**src/hdl/tag_i2c_pkg.sv**
```systemverilog
// Purpose: shared constants and carriers for the tag serial front end
// Assumes: single 10 MHz clock, synchronous active-high reset
// Notes:   select byte and beat layouts are packed structs
`default_nettype none
package tag_i2c_pkg;
  // select byte fixed bits b2..b1
  localparam logic [1:0] SEL_FIXED_ONES = 2'h3;
  // bits per byte on the serial link
  localparam logic [3:0] BYTE_BITS      = 4'h8;
  localparam logic [1:0] BYTE_IDX_SEL   = 2'h0;
  localparam logic [1:0] BYTE_IDX_AHI   = 2'h1;
  localparam logic [1:0] BYTE_IDX_ALO   = 2'h2;
  localparam logic [1:0] BYTE_IDX_DATA  = 2'h3;
  // reset values
  localparam logic [2:0]  SYNC_RST      = 3'h0;
  // bus lines idle high behind the pull-up; resetting them low fakes an edge
  localparam logic [2:0]  SYNC_BUS_RST  = 3'h7;
  localparam logic [15:0] ADDR_RST      = 16'h0000;
  localparam logic [7:0]  SHIFT_RST     = 8'h00;

  typedef struct packed {
    logic [3:0] type_id;
    logic       chip_enable_select_bit;
    logic [1:0] fixed_ones;
    logic       read_not_write;
  } select_byte_t;

  typedef struct packed {
    logic        chip_enable_select_bit;
    logic [15:0] addr;
    logic [7:0]  data;
  } wr_beat_t;

  typedef struct packed {
    logic busy_mode;
    logic harvest_enable;
  } config_t;

  typedef struct packed {
    logic vcc_powered;
    logic rf_write_active;
    logic rf_cmd_active;
    logic field_sufficient;
  } rf_status_t;

  typedef enum logic [2:0] {
    ST_IDLE, ST_RX, ST_ACK, ST_TX, ST_TXACK, ST_TXLOAD
  } ser_state_t;
endpackage
`default_nettype wire

```
**src/hdl/tag_i2c_front.sv**
```systemverilog
// Purpose: serial slave front end, status pin and harvest gate of a tag
// Assumes: scl, sda and por level arrive asynchronously; rf and cfg on clk
// Notes:   sda and the status pin are open drain, low or released only
//
// Behaviour
// - bus bits timed only by serial clock edges
// - data line only pulled low or released
// - one status pin, write or busy mode
// - status low for whole write or command
// - status only asserted on external supply
// - status pin open drain, pulls low only
// - harvest off unless enabled and field sufficient
// - below power-on threshold, ignore and never ack
// - crossing threshold resets logic, enters standby
// - falling below threshold stops responding immediately
// - standby after stop, or after pending write
// - select: id, chip enable, ones, rw
// - bytes sent most significant bit first
// - chip enable bit chosen by master, not strap
// - address high byte then low byte
// - ack in ninth bit of written bytes
`default_nettype none
module tag_i2c_front
  import tag_i2c_pkg::*;
#(
  // arbitrary value, not a real maker code
  parameter logic [3:0] DEV_TYPE_ID = 4'h5
) (
  // clock and reset
  input  wire logic                    clk,
  input  wire logic                    srst,
  // serial pins
  input  wire logic                    scl_in,
  input  wire logic                    sda_in,
  output logic                         sda_out,
  output logic                         sda_oe,
  // supply monitor
  input  wire logic                    por_ok_in,
  // rf side and configuration
  input  wire tag_i2c_pkg::config_t    cfg,
  input  wire tag_i2c_pkg::rf_status_t rf,
  output logic                         rf_activity_flag_out,
  output logic                         rf_activity_flag_oe,
  output logic                         harvest_drive,
  // memory side
  input  wire logic                    write_pending,
  input  wire logic [7:0]              rd_data,
  output logic                         rd_req,
  output logic [15:0]                  rd_addr,
  output logic                         wr_valid,
  output tag_i2c_pkg::wr_beat_t        wr_beat,
  output logic                         standby
);
  import tag_i2c_pkg::*;

  // input synchronisers, level taken once stages two and three agree
  logic [2:0] scl_s_q, sda_s_q, por_s_q;
  logic       scl_f_q, sda_f_q, por_f_q;
  logic       scl_f_d, sda_f_d, por_f_d;

  always_comb
  begin
    scl_f_d = (scl_s_q[1] == scl_s_q[2]) ? scl_s_q[2] : scl_f_q;
    sda_f_d = (sda_s_q[1] == sda_s_q[2]) ? sda_s_q[2] : sda_f_q;
    por_f_d = (por_s_q[1] == por_s_q[2]) ? por_s_q[2] : por_f_q;
  end

  always_ff @(posedge clk)
  begin
    if (srst)
    begin
      scl_s_q <= SYNC_BUS_RST;
      sda_s_q <= SYNC_BUS_RST;
      por_s_q <= SYNC_RST;
      scl_f_q <= 1'b1;
      sda_f_q <= 1'b1;
      por_f_q <= 1'b0;
    end
    else
    begin
      scl_s_q <= {scl_s_q[1:0], scl_in};
      sda_s_q <= {sda_s_q[1:0], sda_in};
      por_s_q <= {por_s_q[1:0], por_ok_in};
      scl_f_q <= scl_f_d;
      sda_f_q <= sda_f_d;
      por_f_q <= por_f_d;
    end
  end

  logic scl_rise, scl_fall, start_det, stop_det, por_rise;
  assign scl_rise  = scl_f_d & ~scl_f_q;
  assign scl_fall  = ~scl_f_d & scl_f_q;
  assign start_det = scl_f_q & scl_f_d & sda_f_q & ~sda_f_d;
  assign stop_det  = scl_f_q & scl_f_d & ~sda_f_q & sda_f_d;
  assign por_rise  = por_f_d & ~por_f_q;

  // serial engine
  ser_state_t   st_q, st_d;
  logic [3:0]   bit_q, bit_d;
  logic [1:0]   idx_q, idx_d;
  logic [7:0]   sh_q, sh_d;
  logic [15:0]  addr_q, addr_d;
  logic         ce_q, ce_d, rd_q, rd_d;
  logic         oe_q, oe_d, rdreq_q, rdreq_d, wrv_q, wrv_d;
  wr_beat_t     beat_q, beat_d;
  logic         stby_q, stby_d, pend_q, pend_d;
  select_byte_t sel;
  logic         sel_match;

  assign sel = select_byte_t'(sh_q);
  // select byte layout, chip enable taken from the byte
  assign sel_match = (sel.type_id == DEV_TYPE_ID) && (sel.fixed_ones == SEL_FIXED_ONES);

  always_comb
  begin
    st_d    = st_q;
    bit_d   = bit_q;
    idx_d   = idx_q;
    sh_d    = sh_q;
    addr_d  = addr_q;
    ce_d    = ce_q;
    rd_d    = rd_q;
    oe_d    = oe_q;
    rdreq_d = 1'b0;
    wrv_d   = 1'b0;
    beat_d  = beat_q;
    stby_d  = stby_q;
    pend_d  = pend_q;
    // standby once the pending write has finished
    if (pend_q && !write_pending)
    begin
      stby_d = 1'b1;
      pend_d = 1'b0;
    end
    if (start_det)
    begin
      st_d   = ST_RX;
      bit_d  = 4'h0;
      idx_d  = BYTE_IDX_SEL;
      oe_d   = 1'b0;
      stby_d = 1'b0;
      pend_d = 1'b0;
    end
    else if (stop_det)
    begin
      st_d = ST_IDLE;
      oe_d = 1'b0;
      // standby after stop unless a write is in flight
      if (write_pending)
        pend_d = 1'b1;
      else
        stby_d = 1'b1;
    end
    else
    begin
      unique case (st_q)
        ST_IDLE: ;
        ST_RX:
        begin
          // shift in most significant bit first
          if (scl_rise && bit_q < BYTE_BITS)
          begin
            sh_d  = {sh_q[6:0], sda_f_q};
            bit_d = bit_q + 4'h1;
          end
          else if (scl_fall && bit_q == BYTE_BITS)
          begin
            if (idx_q == BYTE_IDX_SEL && !sel_match)
              st_d = ST_IDLE;
            else
            begin
              // ack driven through the ninth bit
              st_d = ST_ACK;
              oe_d = 1'b1;
              unique case (idx_q)
                BYTE_IDX_SEL:
                begin
                  ce_d = sel.chip_enable_select_bit;
                  rd_d    = sel.read_not_write;
                  rdreq_d = sel.read_not_write;
                end
                // high address byte first, then low
                BYTE_IDX_AHI: addr_d[15:8] = sh_q;
                BYTE_IDX_ALO: addr_d[7:0]  = sh_q;
                BYTE_IDX_DATA:
                begin
                  wrv_d  = 1'b1;
                  beat_d = '{chip_enable_select_bit: ce_q, addr: addr_q, data: sh_q};
                  addr_d = addr_q + 16'h0001;
                end
              endcase
            end
          end
        end
        ST_ACK:
        begin
          if (scl_fall)
          begin
            bit_d = 4'h0;
            if (idx_q != BYTE_IDX_DATA)
              idx_d = idx_q + 2'h1;
            if (idx_q == BYTE_IDX_SEL && rd_q)
            begin
              st_d = ST_TX;
              sh_d = rd_data;
              oe_d = ~rd_data[7];
            end
            else
            begin
              st_d = ST_RX;
              oe_d = 1'b0;
            end
          end
        end
        ST_TX:
        begin
          if (scl_rise)
            bit_d = bit_q + 4'h1;
          else if (scl_fall)
          begin
            if (bit_q == BYTE_BITS)
            begin
              st_d = ST_TXACK;
              oe_d = 1'b0;
            end
            else
            begin
              // pull low for zero, release for one
              sh_d = {sh_q[6:0], 1'b0};
              oe_d = ~sh_q[6];
            end
          end
        end
        ST_TXACK:
        begin
          if (scl_rise)
          begin
            if (sda_f_q)
              st_d = ST_IDLE;
            else
            begin
              st_d    = ST_TXLOAD;
              addr_d  = addr_q + 16'h0001;
              rdreq_d = 1'b1;
            end
          end
        end
        ST_TXLOAD:
        begin
          if (scl_fall)
          begin
            st_d  = ST_TX;
            bit_d = 4'h0;
            sh_d  = rd_data;
            oe_d  = ~rd_data[7];
          end
        end
      endcase
    end
    // crossing the threshold resets and enters standby
    if (!por_f_d || por_rise)
    begin
      st_d    = ST_IDLE;
      oe_d    = 1'b0;
      rdreq_d = 1'b0;
      wrv_d   = 1'b0;
      pend_d  = 1'b0;
      stby_d  = por_f_d;
    end
  end

  always_ff @(posedge clk)
  begin
    if (srst)
    begin
      st_q    <= ST_IDLE;
      bit_q   <= 4'h0;
      idx_q   <= BYTE_IDX_SEL;
      sh_q    <= SHIFT_RST;
      addr_q  <= ADDR_RST;
      ce_q    <= 1'b0;
      rd_q    <= 1'b0;
      oe_q    <= 1'b0;
      rdreq_q <= 1'b0;
      wrv_q   <= 1'b0;
      beat_q  <= '0;
      stby_q  <= 1'b0;
      pend_q  <= 1'b0;
    end
    else
    begin
      st_q    <= st_d;
      bit_q   <= bit_d;
      idx_q   <= idx_d;
      sh_q    <= sh_d;
      addr_q  <= addr_d;
      ce_q    <= ce_d;
      rd_q    <= rd_d;
      oe_q    <= oe_d;
      rdreq_q <= rdreq_d;
      wrv_q   <= wrv_d;
      beat_q  <= beat_d;
      stby_q  <= stby_d;
      pend_q  <= pend_d;
    end
  end

  // status pin and harvest gate; rf lines already on clk
  logic flag_q, flag_d, harv_q, harv_d, low_q;

  always_comb
  begin
    // mode picks write or command activity, only on vcc
    flag_d = rf.vcc_powered & (cfg.busy_mode ? rf.rf_cmd_active : rf.rf_write_active);
    // harvest only when enabled and field strong enough
    harv_d = cfg.harvest_enable & rf.field_sufficient;
  end

  always_ff @(posedge clk)
  begin
    if (srst)
    begin
      flag_q <= 1'b0;
      harv_q <= 1'b0;
      low_q  <= 1'b0;
    end
    else
    begin
      flag_q <= flag_d;
      harv_q <= harv_d;
      low_q  <= 1'b0;
    end
  end

  // open drain level is always low, enable does the work
  assign sda_out              = low_q;
  assign sda_oe               = oe_q;
  assign rf_activity_flag_out = low_q;
  assign rf_activity_flag_oe  = flag_q;
  assign harvest_drive        = harv_q;
  assign rd_req               = rdreq_q;
  assign rd_addr              = addr_q;
  assign wr_valid             = wrv_q;
  assign wr_beat              = beat_q;
  assign standby              = stby_q;

  por_gate_a: assert property (@(posedge clk) disable iff (srst)
    !por_f_q |=> !sda_oe && !wr_valid) else $error("bus answered below threshold");
  por_reset_a: assert property (@(posedge clk) disable iff (srst)
    $rose(por_f_q) |-> st_q == ST_IDLE && standby) else $error("no standby on power-up");
  flag_supply_a: assert property (@(posedge clk) disable iff (srst)
    !rf.vcc_powered |=> !rf_activity_flag_oe) else $error("status pin on rf power");
  flag_busy_a: assert property (@(posedge clk) disable iff (srst)
    rf.vcc_powered && cfg.busy_mode && rf.rf_cmd_active |=> rf_activity_flag_oe)
    else $error("busy not flagged");
  flag_wip_a: assert property (@(posedge clk) disable iff (srst)
    rf.vcc_powered && !cfg.busy_mode |=> rf_activity_flag_oe == $past(rf.rf_write_active))
    else $error("write mode not followed");
  harvest_gate_a: assert property (@(posedge clk) disable iff (srst)
    !(cfg.harvest_enable && rf.field_sufficient) |=> !harvest_drive)
    else $error("harvest driven while off");
  open_drain_a: assert property (@(posedge clk) disable iff (srst)
    sda_out == 1'b0 && rf_activity_flag_out == 1'b0) else $error("open drain drove high");
  ack_ninth_a: assert property (@(posedge clk) disable iff (srst)
    st_q == ST_RX && scl_fall && bit_q == BYTE_BITS && idx_q != BYTE_IDX_SEL
    && por_f_d && !start_det && !stop_det |=> sda_oe && st_q == ST_ACK)
    else $error("missing ack");
  bad_select_a: assert property (@(posedge clk) disable iff (srst)
    st_q == ST_RX && scl_fall && bit_q == BYTE_BITS && idx_q == BYTE_IDX_SEL
    && !sel_match && !start_det |=> st_q == ST_IDLE && !sda_oe)
    else $error("foreign select acked");
  stop_standby_a: assert property (@(posedge clk) disable iff (srst)
    stop_det && !write_pending && por_f_d |=> standby) else $error("no standby after stop");
endmodule
`default_nettype wire

```
**config.mk**
```make
export PLATFORM = sky130hd
export DESIGN_NAME = tag_i2c_front
export DESIGN_NICKNAME = d
export VERILOG_FILES = /design/src/hdl/tag_i2c_pkg.sv /design/src/hdl/tag_i2c_front.sv
export SDC_FILE = /design/constraint.sdc
export NUM_CORES = 1
export LEC_CHECK = 0
export BUFFER_PORTS_ARGS = -buffer_cell sky130_fd_sc_hd__buf_2
export CAP_MARGIN = 5
export CORE_ASPECT_RATIO = 2
export CORE_MARGIN = 8
export CORE_UTILIZATION = 25
export CTS_CLUSTER_DIAMETER = 60
export DETAILED_ROUTE_END_ITERATION = 7
export GPL_ROUTABILITY_DRIVEN = 0
export MAX_ROUTING_LAYER = met4
export SYNTH_ARGS = -nofsm -noshare
export SYNTH_HDL_FRONTEND = slang
export SYNTH_SLANG_ARGS = --single-unit
```
**constraint.sdc**
```tcl
create_clock -name clk -period 2.2 [get_ports clk]
set_clock_uncertainty 0.1 [all_clocks]
set_input_delay 0.44 -clock clk [delete_from_list [all_inputs] [get_ports clk]]
set_output_delay 0.44 -clock clk [all_outputs]
set_load 0.02 [all_outputs]
```
==> run summary <==
Crit path largest cell delay: 0.54 ns
P_sw: 0.6431 mW
Setup repair bufs after CTS: 0
Wirelength per Cell: 16.76 um
Largest net degree at the start of global routing: 40
Share of the synthesized area in the top cell type: 39.23%
Unrepaired setup endpoints after global routing: yes
Post-DP HPWL: 9954 um
IO Port Bufs: 66
VDD IR max: 0.0003879 V
Post-synthesis mux area share: 7.728%
Final Hold Vio Count: 0
Status: completed
Slew Limit Fails: 0
Main flop type after synthesis: dfxtp_1
Xor/xnor share of the synthesized area: 0.2173%
DR vias/cell: 5.015
FF+latch count, synth: 79
Syn_area_per_cell: 8.939 um2
Initial antenna violation count: 0
Switching Fraction: 20.53%
Height of the die: 195.6 um
Max Cap Violations: 0
Setup TNS: 0 ns
Minimum clock period: 2.131 ns
Crit end category: flop
Logic pwr share: 2.3%
Synth warn: 0
Vias in the first global route: 3921
Length of the first detailed-routing pass in iterations: 4
Share of power burned in registers: 46.1%
Final ANT Viol Nets: 0
Seq/Total Area, Yosys: 39.23%
Critical Path Fanout Max: 10
CTS Buf Count: 9
Starting Density: 25.55%
IO Count: 69
Core Area: 15780 um2
Clk_lat worst skew: 0.34 ns
Area Growth Syn to Fin: 27.50%
Slowest CP cell: dfxtp_1
Post-Route WL: 12640 um
Clk slew on worst S/H paths: 0.06 ns
Largest area contributor in the netlist: dfxtp_1
Setup crit start kind: flop
CTS tree: done
Fmax: 469.2 MHz
Hold Buf Count CTS: 0
Most frequent cell after synthesis: dfxtp_1
Mapped Cells: 451
Synthesized area: 4031 um2
Final #Nets: 577
Die Area: 20690 um2
Synth async-reset ratio: 0%
CP Class: flop to flop
Power share of the clock group: 51.6%
Main combinational cell family by area after synthesis: simple AND/OR/NAND/NOR gates
Inserted Diodes: 0
P per Cell Area: 609.6 nW/um2
Period utilization: 96.87%
First-pass GRT wire length: 20240 um
PostCTS Resize Cnt: 0
WP data arrival: 2.26 ns
Max clock buf depth: 2
Count of cell types in the netlist: 78
Worst path bufs/invs: 0
Chip width: 105.8 um
Top post-synthesis cells by count: dfxtp_1, nor2_1, nand2_1, mux2i_1, a21oi_1
Adder-Cell Fraction of Synth Area: 2.793%
Clock root buffer: clkbuf_16
Largest cells by area after synthesis: dfxtp_1, mux2i_1, nor2_1
Leak Pwr: 2.198 nW
Share of cells above drive strength 1: 30.38%
Post-synthesis compound-gate area fraction: 21.04%
Initial drt markers: 179
Final core occ: 32.58%
Remaining Overflow, GRT: 0
Simple-Gate Fraction of Synth Area: 22.94%
Post-synth EDFFs: 0
Final setup vio count: 0
CP required: 2.33 ns
H-tree depth: 3
Vias: 3781
Worst Hold Class: input port to flop
Total GRT Usage: 12.71%
Internal power: 2.490 mW
DRC violations left: 0
CP top delay family: simple AND/OR/NAND/NOR gates
Row count: 65
Critical-path cell list: nand2b_1 > nor3_1 > o22ai_2 > or2_1 > o221a_1
CTS sink cnt: 79
==> power by group through the flow <==
| stage | logic (mW) | registers, mW | clock network, mW |
|---|---|---|---|
| after floorplan | 0.0426 | 1.48 | 0 |
| after global placement | 0.0705 | 1.48 | 0 |
| after detailed placement | 0.0728 | 1.48 | 0 |
| after CTS | 0.0729 | 1.44 | 1.65 |
| after global routing | 0.0789 | 1.44 | 1.71 |
| final | 0.0725 | 1.44 | 1.62 |
==> worst register-to-register path, delay by kind of cell, from the launching register on <==
family | cells | cell delay (ns)
and+or+nand+nor | 3 | 0.94
DFF | 1 | 0.54
AOI/OAI and AO/OA | 2 | 0.43
==> sequential cells by signal, summed over array words and instances, names as in the netlist, 2 cells and up <==
name,flops
wr_beat,25
st_q,3
sel,8
sda_s_q,3
idx_q,2
por_s_q,3
bit_q,4
scl_s_q,3
rd_addr,16
==> cell families after synthesis <==
logic type | after synthesis
buffers and inverters | 37
AND/OR/NAND/NOR | 183
XOR/XNOR | 1
adder cells (fa/ha/maj) | 9
other | 1
AO/OA/AOI/OAI | 110
flip-flops | 79
multiplexers | 31
==> through the flow <==
step	setup WS, ns	instance area [um2]	total power [mW]	hold WS (ns)	std cells
5_1_grt	0.002150	5140	3.230	0.1813	754
6_report	0.06883	5140	3.133	0.1822	754
3_3_place_gp	0.07553	4788	1.546	0.3081	738
4_1_cts	0.02789	5112	3.169	0.1729	754
3_5_place_dp	0.05724	4788	1.548	0.3007	738
2_1_floorplan	0.03645	4035	1.519	0.2895	452
==> area by class of cell <==
class | count | area (um2)
Clock buffer | 11 | 242.7
Clock inverter | 5 | 81.33
Fill cell | 1682 | 10640
Inverter | 9 | 33.78
Multi-Input combinational cell | 336 | 2230
Sequential cell | 79 | 1582
Tap cell | 201 | 251.5
Timing Repair Buffer | 113 | 719.4
==> final timing paths <==
check | startpoint | endpoint | slack (ns) | cells past startpoint
worst max-delay path | st_q[2] | rd_addr[10] | 0.07 | 5
worst min-delay path | scl_in | scl_s_q[0] | 0.18 | 2
worst max register to register | st_q[2] | rd_addr[10] | 0.07 | 5
worst min register to register | sda_s_q[0] | sda_s_q[1] | 0.32 | 1
==> cell usage in the layout, fill, tap and decap left out, types with 3 or more instances in the layout <==
| cell type | n |
|---|---|
| o32ai_2 | 3 |
| or4_1 | 3 |
| mux2i_1 | 28 |
| nand4_1 | 6 |
| nor2b_1 | 4 |
| dfxtp_1 | 79 |
| nand3b_1 | 3 |
| nor3_1 | 4 |
| o21ai_0 | 12 |
| a21o_1 | 5 |
| o31a_1 | 6 |
| ha_1 | 9 |
| o31ai_1 | 7 |
| and3_1 | 3 |
| a21oi_1 | 24 |
| nand3_1 | 9 |
| clkbuf_16 | 9 |
| nand2b_1 | 3 |
| or3_1 | 4 |
| o211ai_1 | 3 |
| a311oi_1 | 6 |
| buf_4 | 43 |
| or2_2 | 9 |
| inv_1 | 9 |
| nor2_1 | 62 |
| buf_2 | 66 |
| o21a_1 | 4 |
| o32ai_1 | 3 |
| a211oi_1 | 8 |
| nand2_1 | 48 |
| o311ai_0 | 3 |
| a31oi_1 | 3 |
==> metal layers <==
layer / share of wire [%] / vias to the layer above / wire length, um / track usage, %
met2: 55 / 99 / 6960 / 23.35
met5: 0 / - / 0 / -
met1: 36 / 1806 / 4546 / 11.26
met4: 6.8 / 0 / 856 / 10.66
li1: - / 1832 / - / -
met3: 2.2 / 44 / 275 / 1.385
Note: power is estimated with default switching activity, not from simulation.
